`src/include/tcs_pkg.sv`:
```
// package for the trap control and status register block
package tcs_pkg;
  // register byte offsets on the apb bus
  localparam logic [7:0] TCS_ADDR_CTRL = 8'h00; // trap_control_and_status
  localparam logic [7:0] TCS_ADDR_IPL  = 8'h04; // cpu priority level
  localparam logic [7:0] TCS_ADDR_IMSK = 8'h08; // interrupt mask

  // field positions inside trap_control_and_status
  localparam int NEST_BIT   = 15;
  localparam int OVA_BIT    = 14;
  localparam int OVB_BIT    = 13;
  localparam int COVA_BIT   = 12;
  localparam int COVB_BIT   = 11;
  localparam int ACC_A_OVERFLOW_TRAP_EN_BIT  = 10;
  localparam int ACC_B_OVERFLOW_TRAP_EN_BIT  = 9;
  localparam int CATASTROPHIC_TRAP_EN_BIT  = 8;
  localparam int SHIFT_BIT  = 7;
  localparam int DIV0_BIT   = 6;
  localparam int DMA_BIT    = 5;
  localparam int MATH_BIT   = 4;
  localparam int ADDR_BIT   = 3;
  localparam int STK_BIT    = 2;
  localparam int OSC_BIT    = 1;

  // plain writable control bits versus sticky status flags
  localparam logic [15:0] CTRL_MASK   = 16'h8700;
  localparam logic [15:0] STATUS_MASK = 16'h78fe;
  localparam logic [15:0] TCS_RESET   = 16'h0000;
  localparam logic [2:0]  IPL_RESET   = 3'h0;
  localparam logic [15:0] IMSK_RESET  = 16'h0000;

  // trap events raised by the datapath and core, one cycle pulses
  typedef struct packed {
    logic accAOvf;     // ordinary overflow of accumulator a
    logic accBOvf;     // ordinary overflow of accumulator b
    logic accACat;     // catastrophic overflow of accumulator a
    logic accBCat;     // catastrophic overflow of accumulator b
    logic badShift;    // invalid accumulator shift
    logic divZero;     // divide by zero
    logic dmaFault;    // dma controller error
    logic addrFault;   // address error
    logic stackFault;  // stack error
    logic oscFault;    // oscillator failure
  } tcs_event_t;

  // trap requests toward the core
  typedef struct packed {
    logic mathTrap;    // math error trap
    logic dmaTrap;     // dma error trap
    logic addrTrap;    // address error trap
    logic stackTrap;   // stack error trap
    logic oscTrap;     // oscillator failure trap
  } tcs_trap_t;
endpackage

```
`src/design/tcs_trap_ctrl.sv`:
```
// trap control and status register with apb slave and interrupt
`timescale 1ns/10ps

module tcs_trap_ctrl (
  input  wire logic               mclk,        // system clock
  input  wire logic               rstn,        // async reset, active low
  input  wire logic               psel,        // apb select
  input  wire logic               penable,     // apb access phase
  input  wire logic               pwrite,      // apb direction
  input  wire logic [7:0]         paddr,       // apb byte address
  input  wire logic [31:0]        pwdata,      // apb write data
  output logic                    pready,      // apb ready
  output logic [31:0]             prdata,      // apb read data
  output logic                    pslverr,     // apb error
  input  wire tcs_pkg::tcs_event_t trapEvent,  // datapath events
  input  wire logic [2:0]         coreIpl,     // core priority load
  input  wire logic               coreIplLoad, // core updates level
  output tcs_pkg::tcs_trap_t      trapReq,     // trap requests
  output logic                    nestingDisable, // level copy of bit
  output logic [2:0]              cpuPriorityLevel, // current level
  output logic                    irq          // level interrupt
);

  logic [15:0] tcs_r;      // trap_control_and_status
  logic [15:0] tcs_nxt;
  logic [2:0]  ipl_r;      // cpu_priority_level
  logic [2:0]  ipl_nxt;
  logic [15:0] imsk_r;     // interrupt mask, same layout
  logic [15:0] imsk_nxt;
  logic [15:0] setVec;     // hardware set requests this cycle
  logic        acc;        // apb access edge
  logic        wrCtrl;     // write to control register
  logic        wrIpl;      // write to priority level
  logic        wrMsk;      // write to mask
  logic        mapped;     // address decodes to a register
  tcs_pkg::tcs_trap_t trapNxt;

  // single-cycle access phase: answer comes with penable
  assign acc     = psel & penable;
  assign mapped  = (paddr == tcs_pkg::TCS_ADDR_CTRL) ||
                   (paddr == tcs_pkg::TCS_ADDR_IPL) ||
                   (paddr == tcs_pkg::TCS_ADDR_IMSK);
  assign pready  = acc;
  assign pslverr = acc & ~mapped;   // unmapped address is an error
  assign wrCtrl  = acc & pwrite & (paddr == tcs_pkg::TCS_ADDR_CTRL);
  assign wrIpl   = acc & pwrite & (paddr == tcs_pkg::TCS_ADDR_IPL);
  assign wrMsk   = acc & pwrite & (paddr == tcs_pkg::TCS_ADDR_IMSK);

  // trap qualification and status set vector
  always_comb begin
    setVec  = 16'h0000;
    trapNxt = '0;
    // ordinary overflow traps only while their enable stands
    if (trapEvent.accAOvf && tcs_r[tcs_pkg::ACC_A_OVERFLOW_TRAP_EN_BIT]) begin
      setVec[tcs_pkg::OVA_BIT] = 1'b1;
      trapNxt.mathTrap = 1'b1;
    end
    if (trapEvent.accBOvf && tcs_r[tcs_pkg::ACC_B_OVERFLOW_TRAP_EN_BIT]) begin
      setVec[tcs_pkg::OVB_BIT] = 1'b1;
      trapNxt.mathTrap = 1'b1;
    end
    // one enable covers catastrophic overflow of both accumulators
    if (trapEvent.accACat && tcs_r[tcs_pkg::CATASTROPHIC_TRAP_EN_BIT]) begin
      setVec[tcs_pkg::COVA_BIT] = 1'b1;
      trapNxt.mathTrap = 1'b1;
    end
    if (trapEvent.accBCat && tcs_r[tcs_pkg::CATASTROPHIC_TRAP_EN_BIT]) begin
      setVec[tcs_pkg::COVB_BIT] = 1'b1;
      trapNxt.mathTrap = 1'b1;
    end
    if (trapEvent.badShift) begin
      setVec[tcs_pkg::SHIFT_BIT] = 1'b1;
      trapNxt.mathTrap = 1'b1;
    end
    if (trapEvent.divZero) begin
      setVec[tcs_pkg::DIV0_BIT] = 1'b1;
      trapNxt.mathTrap = 1'b1;
    end
    // any math cause also sets the summary flag
    setVec[tcs_pkg::MATH_BIT] = trapNxt.mathTrap;
    setVec[tcs_pkg::DMA_BIT]  = trapEvent.dmaFault;
    setVec[tcs_pkg::ADDR_BIT] = trapEvent.addrFault;
    setVec[tcs_pkg::STK_BIT]  = trapEvent.stackFault;
    setVec[tcs_pkg::OSC_BIT]  = trapEvent.oscFault;
    trapNxt.dmaTrap   = trapEvent.dmaFault;
    trapNxt.addrTrap  = trapEvent.addrFault;
    trapNxt.stackTrap = trapEvent.stackFault;
    trapNxt.oscTrap   = trapEvent.oscFault;
  end

  // next register values; hardware set wins over a software clear
  always_comb begin
    tcs_nxt  = tcs_r;
    ipl_nxt  = ipl_r;
    imsk_nxt = imsk_r;
    if (wrCtrl) begin
      // control bits take the written value, flags only clear on zero
      tcs_nxt = (pwdata[15:0] & tcs_pkg::CTRL_MASK) |
                (tcs_r & pwdata[15:0] & tcs_pkg::STATUS_MASK);
    end
    tcs_nxt = tcs_nxt | setVec;
    tcs_nxt[0] = 1'b0;
    // software write ignored while nesting is disabled
    if (wrIpl && !tcs_r[tcs_pkg::NEST_BIT]) begin
      ipl_nxt = pwdata[2:0];
    end
    // core's own priority update has precedence
    if (coreIplLoad) begin
      ipl_nxt = coreIpl;
    end
    if (wrMsk) begin
      imsk_nxt = pwdata[15:0] & tcs_pkg::STATUS_MASK;
    end
  end

  // registers, all zero after power-on reset
  always_ff @(posedge mclk or negedge rstn) begin
    if (!rstn) begin
      tcs_r   <= tcs_pkg::TCS_RESET;
      ipl_r   <= tcs_pkg::IPL_RESET;
      imsk_r  <= tcs_pkg::IMSK_RESET;
      trapReq <= '0;
    end else begin
      tcs_r   <= tcs_nxt;
      ipl_r   <= ipl_nxt;
      imsk_r  <= imsk_nxt;
      trapReq <= trapNxt;
    end
  end

  // read mux; data is combinational on the access cycle
  always_comb begin
    prdata = 32'h0000_0000;
    if (acc && !pwrite) begin
      case (paddr)
        tcs_pkg::TCS_ADDR_CTRL: prdata = {16'h0000, tcs_r};
        tcs_pkg::TCS_ADDR_IPL:  prdata = {29'h0, ipl_r};
        tcs_pkg::TCS_ADDR_IMSK: prdata = {16'h0000, imsk_r};
        default:                prdata = 32'h0000_0000;
      endcase
    end
  end

  // nesting disable is a steering level toward the core
  assign nestingDisable   = tcs_r[tcs_pkg::NEST_BIT];
  assign cpuPriorityLevel = ipl_r;
  // level interrupt while any unmasked sticky flag is set
  assign irq = |(tcs_r & imsk_r & tcs_pkg::STATUS_MASK);

  // assertions, one rule each, on what this block drives
  // every property names its own clock and reset

  // the unimplemented low bit never holds a one
  AST_BIT0_ZERO: assert property (
    @(posedge mclk) disable iff (!rstn)
    tcs_r[0] == 1'b0)
    else $error("bit 0 not zero");

  // a control read shows zero in bit 0 and in the upper half
  AST_READ_LOW: assert property (
    @(posedge mclk) disable iff (!rstn)
    acc && !pwrite && (paddr == tcs_pkg::TCS_ADDR_CTRL)
    |-> (prdata[0] == 1'b0) && (prdata[31:16] == 16'h0000))
    else $error("control read shows unimplemented bits");

  // the nesting level output follows the written bit
  AST_NEST: assert property (
    @(posedge mclk) disable iff (!rstn)
    wrCtrl |=> nestingDisable == $past(pwdata[tcs_pkg::NEST_BIT]))
    else $error("nesting bit not written");

  // enabled overflow of a sets its flag and a math trap
  AST_OVA_EN: assert property (
    @(posedge mclk) disable iff (!rstn)
    trapEvent.accAOvf && tcs_r[tcs_pkg::ACC_A_OVERFLOW_TRAP_EN_BIT]
    |=> tcs_r[tcs_pkg::OVA_BIT] && trapReq.mathTrap)
    else $error("enabled a overflow not flagged");

  // enabled overflow of b sets its flag and a math trap
  AST_OVB_EN: assert property (
    @(posedge mclk) disable iff (!rstn)
    trapEvent.accBOvf && tcs_r[tcs_pkg::ACC_B_OVERFLOW_TRAP_EN_BIT]
    |=> tcs_r[tcs_pkg::OVB_BIT] && trapReq.mathTrap)
    else $error("enabled b overflow not flagged");

  // a disabled overflow of a leaves no flag behind
  AST_OVA_DIS: assert property (
    @(posedge mclk) disable iff (!rstn)
    !tcs_r[tcs_pkg::OVA_BIT] && !tcs_r[tcs_pkg::ACC_A_OVERFLOW_TRAP_EN_BIT]
    |=> !tcs_r[tcs_pkg::OVA_BIT])
    else $error("disabled a overflow flagged");

  // a disabled overflow of b leaves no flag behind
  AST_OVB_DIS: assert property (
    @(posedge mclk) disable iff (!rstn)
    !tcs_r[tcs_pkg::OVB_BIT] && !tcs_r[tcs_pkg::ACC_B_OVERFLOW_TRAP_EN_BIT] &&
    !(wrCtrl && pwdata[tcs_pkg::OVB_BIT])
    |=> !tcs_r[tcs_pkg::OVB_BIT])
    else $error("disabled b overflow flagged");

  // catastrophic overflow raises no trap without its enable
  AST_COV: assert property (
    @(posedge mclk) disable iff (!rstn)
    (trapEvent.accACat || trapEvent.accBCat) &&
    !tcs_r[tcs_pkg::CATASTROPHIC_TRAP_EN_BIT] |=> !$rose(trapReq.mathTrap) ||
    $past(trapEvent.badShift || trapEvent.divZero ||
          trapEvent.accAOvf || trapEvent.accBOvf))
    else $error("catastrophic trap while disabled");

  // enabled catastrophic overflow of a sets its flag
  AST_COVA_EN: assert property (
    @(posedge mclk) disable iff (!rstn)
    trapEvent.accACat && tcs_r[tcs_pkg::CATASTROPHIC_TRAP_EN_BIT]
    |=> tcs_r[tcs_pkg::COVA_BIT] && trapReq.mathTrap)
    else $error("catastrophic a not flagged");

  // enabled catastrophic overflow of b sets its flag
  AST_COVB_EN: assert property (
    @(posedge mclk) disable iff (!rstn)
    trapEvent.accBCat && tcs_r[tcs_pkg::CATASTROPHIC_TRAP_EN_BIT]
    |=> tcs_r[tcs_pkg::COVB_BIT] && trapReq.mathTrap)
    else $error("catastrophic b not flagged");

  // an invalid shift sets its cause and a math trap
  AST_SHIFT_SET: assert property (
    @(posedge mclk) disable iff (!rstn)
    trapEvent.badShift
    |=> tcs_r[tcs_pkg::SHIFT_BIT] && trapReq.mathTrap)
    else $error("shift cause not flagged");

  // divide by zero sets its cause and a math trap
  AST_DIV0_SET: assert property (
    @(posedge mclk) disable iff (!rstn)
    trapEvent.divZero
    |=> tcs_r[tcs_pkg::DIV0_BIT] && trapReq.mathTrap)
    else $error("divide cause not flagged");

  // dma and oscillator faults both land when they coincide
  AST_DMA_OSC: assert property (
    @(posedge mclk) disable iff (!rstn)
    trapEvent.dmaFault ##0 trapEvent.oscFault
    |=> tcs_r[tcs_pkg::DMA_BIT] && tcs_r[tcs_pkg::OSC_BIT])
    else $error("dma or osc flag missing");

  // the summary flag follows an invalid shift or a divide by zero
  AST_MATH_SUM: assert property (
    @(posedge mclk) disable iff (!rstn)
    trapEvent.divZero || trapEvent.badShift
    |=> tcs_r[tcs_pkg::MATH_BIT])
    else $error("math summary not set");

  // an address fault sets its flag and requests its trap
  AST_ADDR_SET: assert property (
    @(posedge mclk) disable iff (!rstn)
    trapEvent.addrFault
    |=> tcs_r[tcs_pkg::ADDR_BIT] && trapReq.addrTrap)
    else $error("address fault not flagged");

  // a stack fault in the cycle of a clear still lands
  AST_SET_WINS: assert property (
    @(posedge mclk) disable iff (!rstn)
    trapEvent.stackFault && wrCtrl |=> tcs_r[tcs_pkg::STK_BIT])
    else $error("set lost to clear");

  // oscillator failure sets its flag and requests its trap
  AST_OSC_SET: assert property (
    @(posedge mclk) disable iff (!rstn)
    trapEvent.oscFault
    |=> tcs_r[tcs_pkg::OSC_BIT] && trapReq.oscTrap)
    else $error("oscillator fault not flagged");

  // only a core load changes the level register while nesting is disabled
  AST_IPL_LOCK: assert property (
    @(posedge mclk) disable iff (!rstn)
    tcs_r[tcs_pkg::NEST_BIT] && !coreIplLoad |=> $stable(ipl_r))
    else $error("level changed while locked");

  // a flag survives any cycle without a control write
  AST_STICKY: assert property (
    @(posedge mclk) disable iff (!rstn)
    tcs_r[tcs_pkg::ADDR_BIT] && !wrCtrl |=> tcs_r[tcs_pkg::ADDR_BIT])
    else $error("address flag lost");

  // writing zero clears a flag unless an event sets it again
  AST_FLAG_CLR: assert property (
    @(posedge mclk) disable iff (!rstn)
    wrCtrl && !pwdata[tcs_pkg::ADDR_BIT] && !trapEvent.addrFault
    |=> !tcs_r[tcs_pkg::ADDR_BIT])
    else $error("address flag not cleared");

  // an unmasked flag holds the interrupt line high
  AST_IRQ_HIGH: assert property (
    @(posedge mclk) disable iff (!rstn)
    tcs_r[tcs_pkg::ADDR_BIT] && imsk_r[tcs_pkg::ADDR_BIT]
    |-> irq)
    else $error("unmasked flag without interrupt");

  // an unmapped access is refused with an error and no data
  AST_UNMAPPED: assert property (
    @(posedge mclk) disable iff (!rstn)
    acc && !mapped
    |-> pslverr && (prdata == 32'h0000_0000))
    else $error("unmapped access not refused");

  // cover properties for the main scenarios
  COV_MATH: cover property (@(posedge mclk) disable iff (!rstn)
    trapEvent.divZero ##1 tcs_r[tcs_pkg::DIV0_BIT]);
  COV_IRQ: cover property (@(posedge mclk) disable iff (!rstn)
    $rose(irq));
  COV_CLEAR: cover property (@(posedge mclk) disable iff (!rstn)
    tcs_r[tcs_pkg::ADDR_BIT] ##1 !tcs_r[tcs_pkg::ADDR_BIT]);
  COV_LOCK: cover property (@(posedge mclk) disable iff (!rstn)
    wrIpl && tcs_r[tcs_pkg::NEST_BIT]);
  COV_UNMAPPED: cover property (@(posedge mclk) disable iff (!rstn)
    acc && !mapped);
endmodule

```
`config.mk`:
```
export PLATFORM = sky130hd
export DESIGN_NAME = tcs_trap_ctrl
export DESIGN_NICKNAME = d
export VERILOG_FILES = /design/src/include/tcs_pkg.sv /design/src/design/tcs_trap_ctrl.sv
export SDC_FILE = /design/constraint.sdc
export NUM_CORES = 1
export LEC_CHECK = 0
export ABC_AREA = 1
export ABC_CLOCK_PERIOD_IN_PS = 2200
export BUFFER_PORTS_ARGS = -buffer_cell sky130_fd_sc_hd__buf_2
export CORE_ASPECT_RATIO = 2
export CORE_MARGIN = 2
export CORE_UTILIZATION = 49
export DETAILED_ROUTE_END_ITERATION = 16
export HOLD_SLACK_MARGIN = 0.12
export MAX_ROUTING_LAYER = met4
export PLACE_DENSITY = 0.86
export SYNTH_ARGS = -nofsm -noshare
export SYNTH_HDL_FRONTEND = slang
export SYNTH_SLANG_ARGS = --single-unit
```
`constraint.sdc`:
```
create_clock -name mclk -period 2.2 [get_ports mclk]
set_input_delay 0.44 -clock mclk [delete_from_list [all_inputs] [get_ports mclk]]
set_output_delay 0.44 -clock mclk [all_outputs]
set_load 0.02 [all_outputs]
```
==> flow_summary.json <==
{
  "finClkSkew_ps": 10.8,
  "place_congestion": 0.844,
  "clock-sinks": 34,
  "cts_buffers": 5,
  "die_w_um": 49.1,
  "cts_setup_buffers": 0,
  "vias_per_cell": 4.79,
  "synth_cell_types": 22,
  "htreeDepth": 2,
  "final_cell_mix": "nand2_1, buf_2, inv_1, dfrtp_1, nor2_1",
  "row_count": 32,
  "drive_gt1_share_pct": 29.3,
  "syn-cell-area_mm2": 0.00200,
  "core_area_mm2": 0.00388,
  "gr-usage-all-layers_pct": 22.8,
  "cp.required_ps": 1760,
  "cp_cell_sequence": "buf_2, nor2_2, nand2_4, inv_2, buf_4, nand3_1, nand2_1, inv_1, nor2_1, buf_2",
  "cap_violations": 0,
  "placed_cells": 389,
  "finalSetupViolCount": 0,
  "outcome": "completed",
  "worstRegToRegCells": 5,
  "cts-resized-gates": 0,
  "placed_area_mm2": 0.00232,
  "cp_data_arrival_time_ps": 1540,
  "ff2ff_setup_slack_ps": 1120,
  "crit_type": "input pin to output pin",
  "overflow": 0,
  "max_freq_mhz": 506,
  "cpMostUsedCell": "buf_2",
  "grt_antenna_before_repair": 0,
  "path_depth": 10,
  "syn_area_per_cell_um2": 7.31,
  "hpwlAfterDp_um": 3590,
  "grt_max_degree": 35,
  "ant_nets": 0,
  "crit_fanout": 9,
  "cp_top_family": "buffers and inverters",
  "wirelength_um": 4630,
  "wl_per_cell_um": 11.7,
  "synth_area_leaders": "dfrtp_1, nand2_1, buf_4",
  "nNetsFinal": 404,
  "fin_setup_tns_ps": 0,
  "die_h_um": 94.3,
  "cp_slowest_cell": "buf_4",
  "hold_path.class": "input pin to asynchronous set/reset pin",
  "p_leak_nw": 1.37,
  "path_buf_inv": 5,
  "timing.hold.ws_ps": 226,
  "diodes": 0,
  "clk_latency_ps": 280,
  "synth_seq_cells": 34,
  "cts_tree": "yes",
  "dr_total_vias": 1895,
  "post-route-period-util_pct": 89.8,
  "path_clk_slew_ps": 70,
  "final_common_cell": "nand2_1",
  "max-vdd-ir-drop_mv": 0.483,
  "yosysWarnings": 0,
  "hold_buffers": 0,
  "die_area_mm2": 0.00463,
  "synth_area_leader_cell": "dfrtp_1",
  "min_period_ps": 1980,
  "crit_path_max_incr_delay_ps": 190,
  "relSlewSlack_pct": 49.3,
  "grt_pass1_vias": 1885,
  "powerDensity_mw_per_mm2": 591,
  "start_kind": "input pin",
  "port_buffers": 70,
  "cts_buffer_depth": 2,
  "syn_inst": 273,
  "ys_seq_area_share_pct": 42.6,
  "finalNonFillerCells": 396,
  "initial_core_util_pct": 51.4,
  "syn_to_final_growth_pct": 21.7,
  "tightest_slew_ps": 761,
  "rsz0062_at_grt": "no",
  "hold_violations": 0,
  "cp-end-kind": "output pin",
  "grt_pass1_wl_um": 7890,
  "drtIter0Drc": 68,
  "fin_area_mm2": 0.00243,
  "cts-root-buf": "clkbuf_8",
  "io_pins": 103,
  "drv_slew": 0,
  "first_pass_iters": 4,
  "yosysTopAreaCellShare_pct": 42.6,
  "drc": 0
}
worst register-to-register path: stages (launching register included):
cell     delay [ps]
dfrtp_1         420
nor3_1          190
nand3_1         160
nand2_1         140
nand2_1          70
nand2_1          50
registers in the layout, indices dropped and copies added (netlist names):
name and flops:
cpuPriorityLevel 3, imsk_r 11, trapReq 5, tcs_r 15
per-stage QoR:
stage                     setup WS [ps]  utilization (%)  power, mW
final                               224             62.6       1.44
after global routing               52.5             62.6       1.50
after CTS                           209             62.6       1.45
after detailed placement            214             59.7      0.873
after global placement              225             59.7      0.866
after floorplan                     391                -      0.805
where the power goes:
group | switching (mW) | leakage, nW | internal [mW]
registers | 0.0199 | 0.418 | 0.652
clock network | 0.213 | 0.0573 | 0.362
logic | 0.125 | 0.895 | 0.0633
total | 0.357 | 1.37 | 1.08
cells by family after synthesis:
group                  Yosys count  synth area share, %
AOI/OAI and AO/OA               25                 7.58
buffers and inverters           62                 16.0
DFF                             34                 42.6
other                            1                0.188
and+or+nand+nor                151                 33.6
synthesized netlist by cell type:
| cell type | instances |
|---|---|
| nor2_2 | 4 |
| dfrtp_1 | 34 |
| nor2_4 | 2 |
| o21ai_2 | 6 |
| buf_4 | 18 |
| o2111ai_1 | 1 |
| nand2_4 | 2 |
| buf_2 | 3 |
| conb_1 | 1 |
| buf_6 | 2 |
| inv_1 | 36 |
| nand2_1 | 89 |
| nand2_2 | 2 |
| nor2_1 | 24 |
| inv_2 | 3 |
| o21ai_0 | 7 |
| nand3_1 | 21 |
| nand3_2 | 1 |
| nand4_1 | 4 |
| nor3_1 | 1 |
| o21ai_1 | 11 |
| nor2_8 | 1 |
worst paths after layout:
kind,start,to
max reg2reg,tcs_r[15]$_DFFE_PN0P_,cpuPriorityLevel[2]$_DFFE_PN0P_
min,rstn,tcs_r[15]$_DFFE_PN0P_
min in group mclk,trapEvent[3],trapReq[3]$_DFF_PN0_
max in group asynchronous,rstn,tcs_r[13]$_DFF_PN0_
min reg2reg,tcs_r[12]$_DFF_PN0_,tcs_r[12]$_DFF_PN0_
max,paddr[5],prdata[14]
final cells by class:
type / count / area, µm²
flip-flops and latches: 34 / 851
well taps: 51 / 63.8
multi-input cells: 192 / 883
clock inverters: 1 / 30.0
inverters: 39 / 146
repair buffers: 73 / 373
fillers: 378 / 1450
clock buffers: 6 / 82.6
routing by layer:
layer	vias to the layer above	part of all wire, %	GRT usage, %	wire length, µm
met5	-	0	-	0
met3	8	6.0	3.66	277
met4	0	2.2	11.9	103
met1	861	35	22.7	1630
met2	78	57	41.7	2620
li1	948	-	-	-
(Power assumes the default switching activity.)
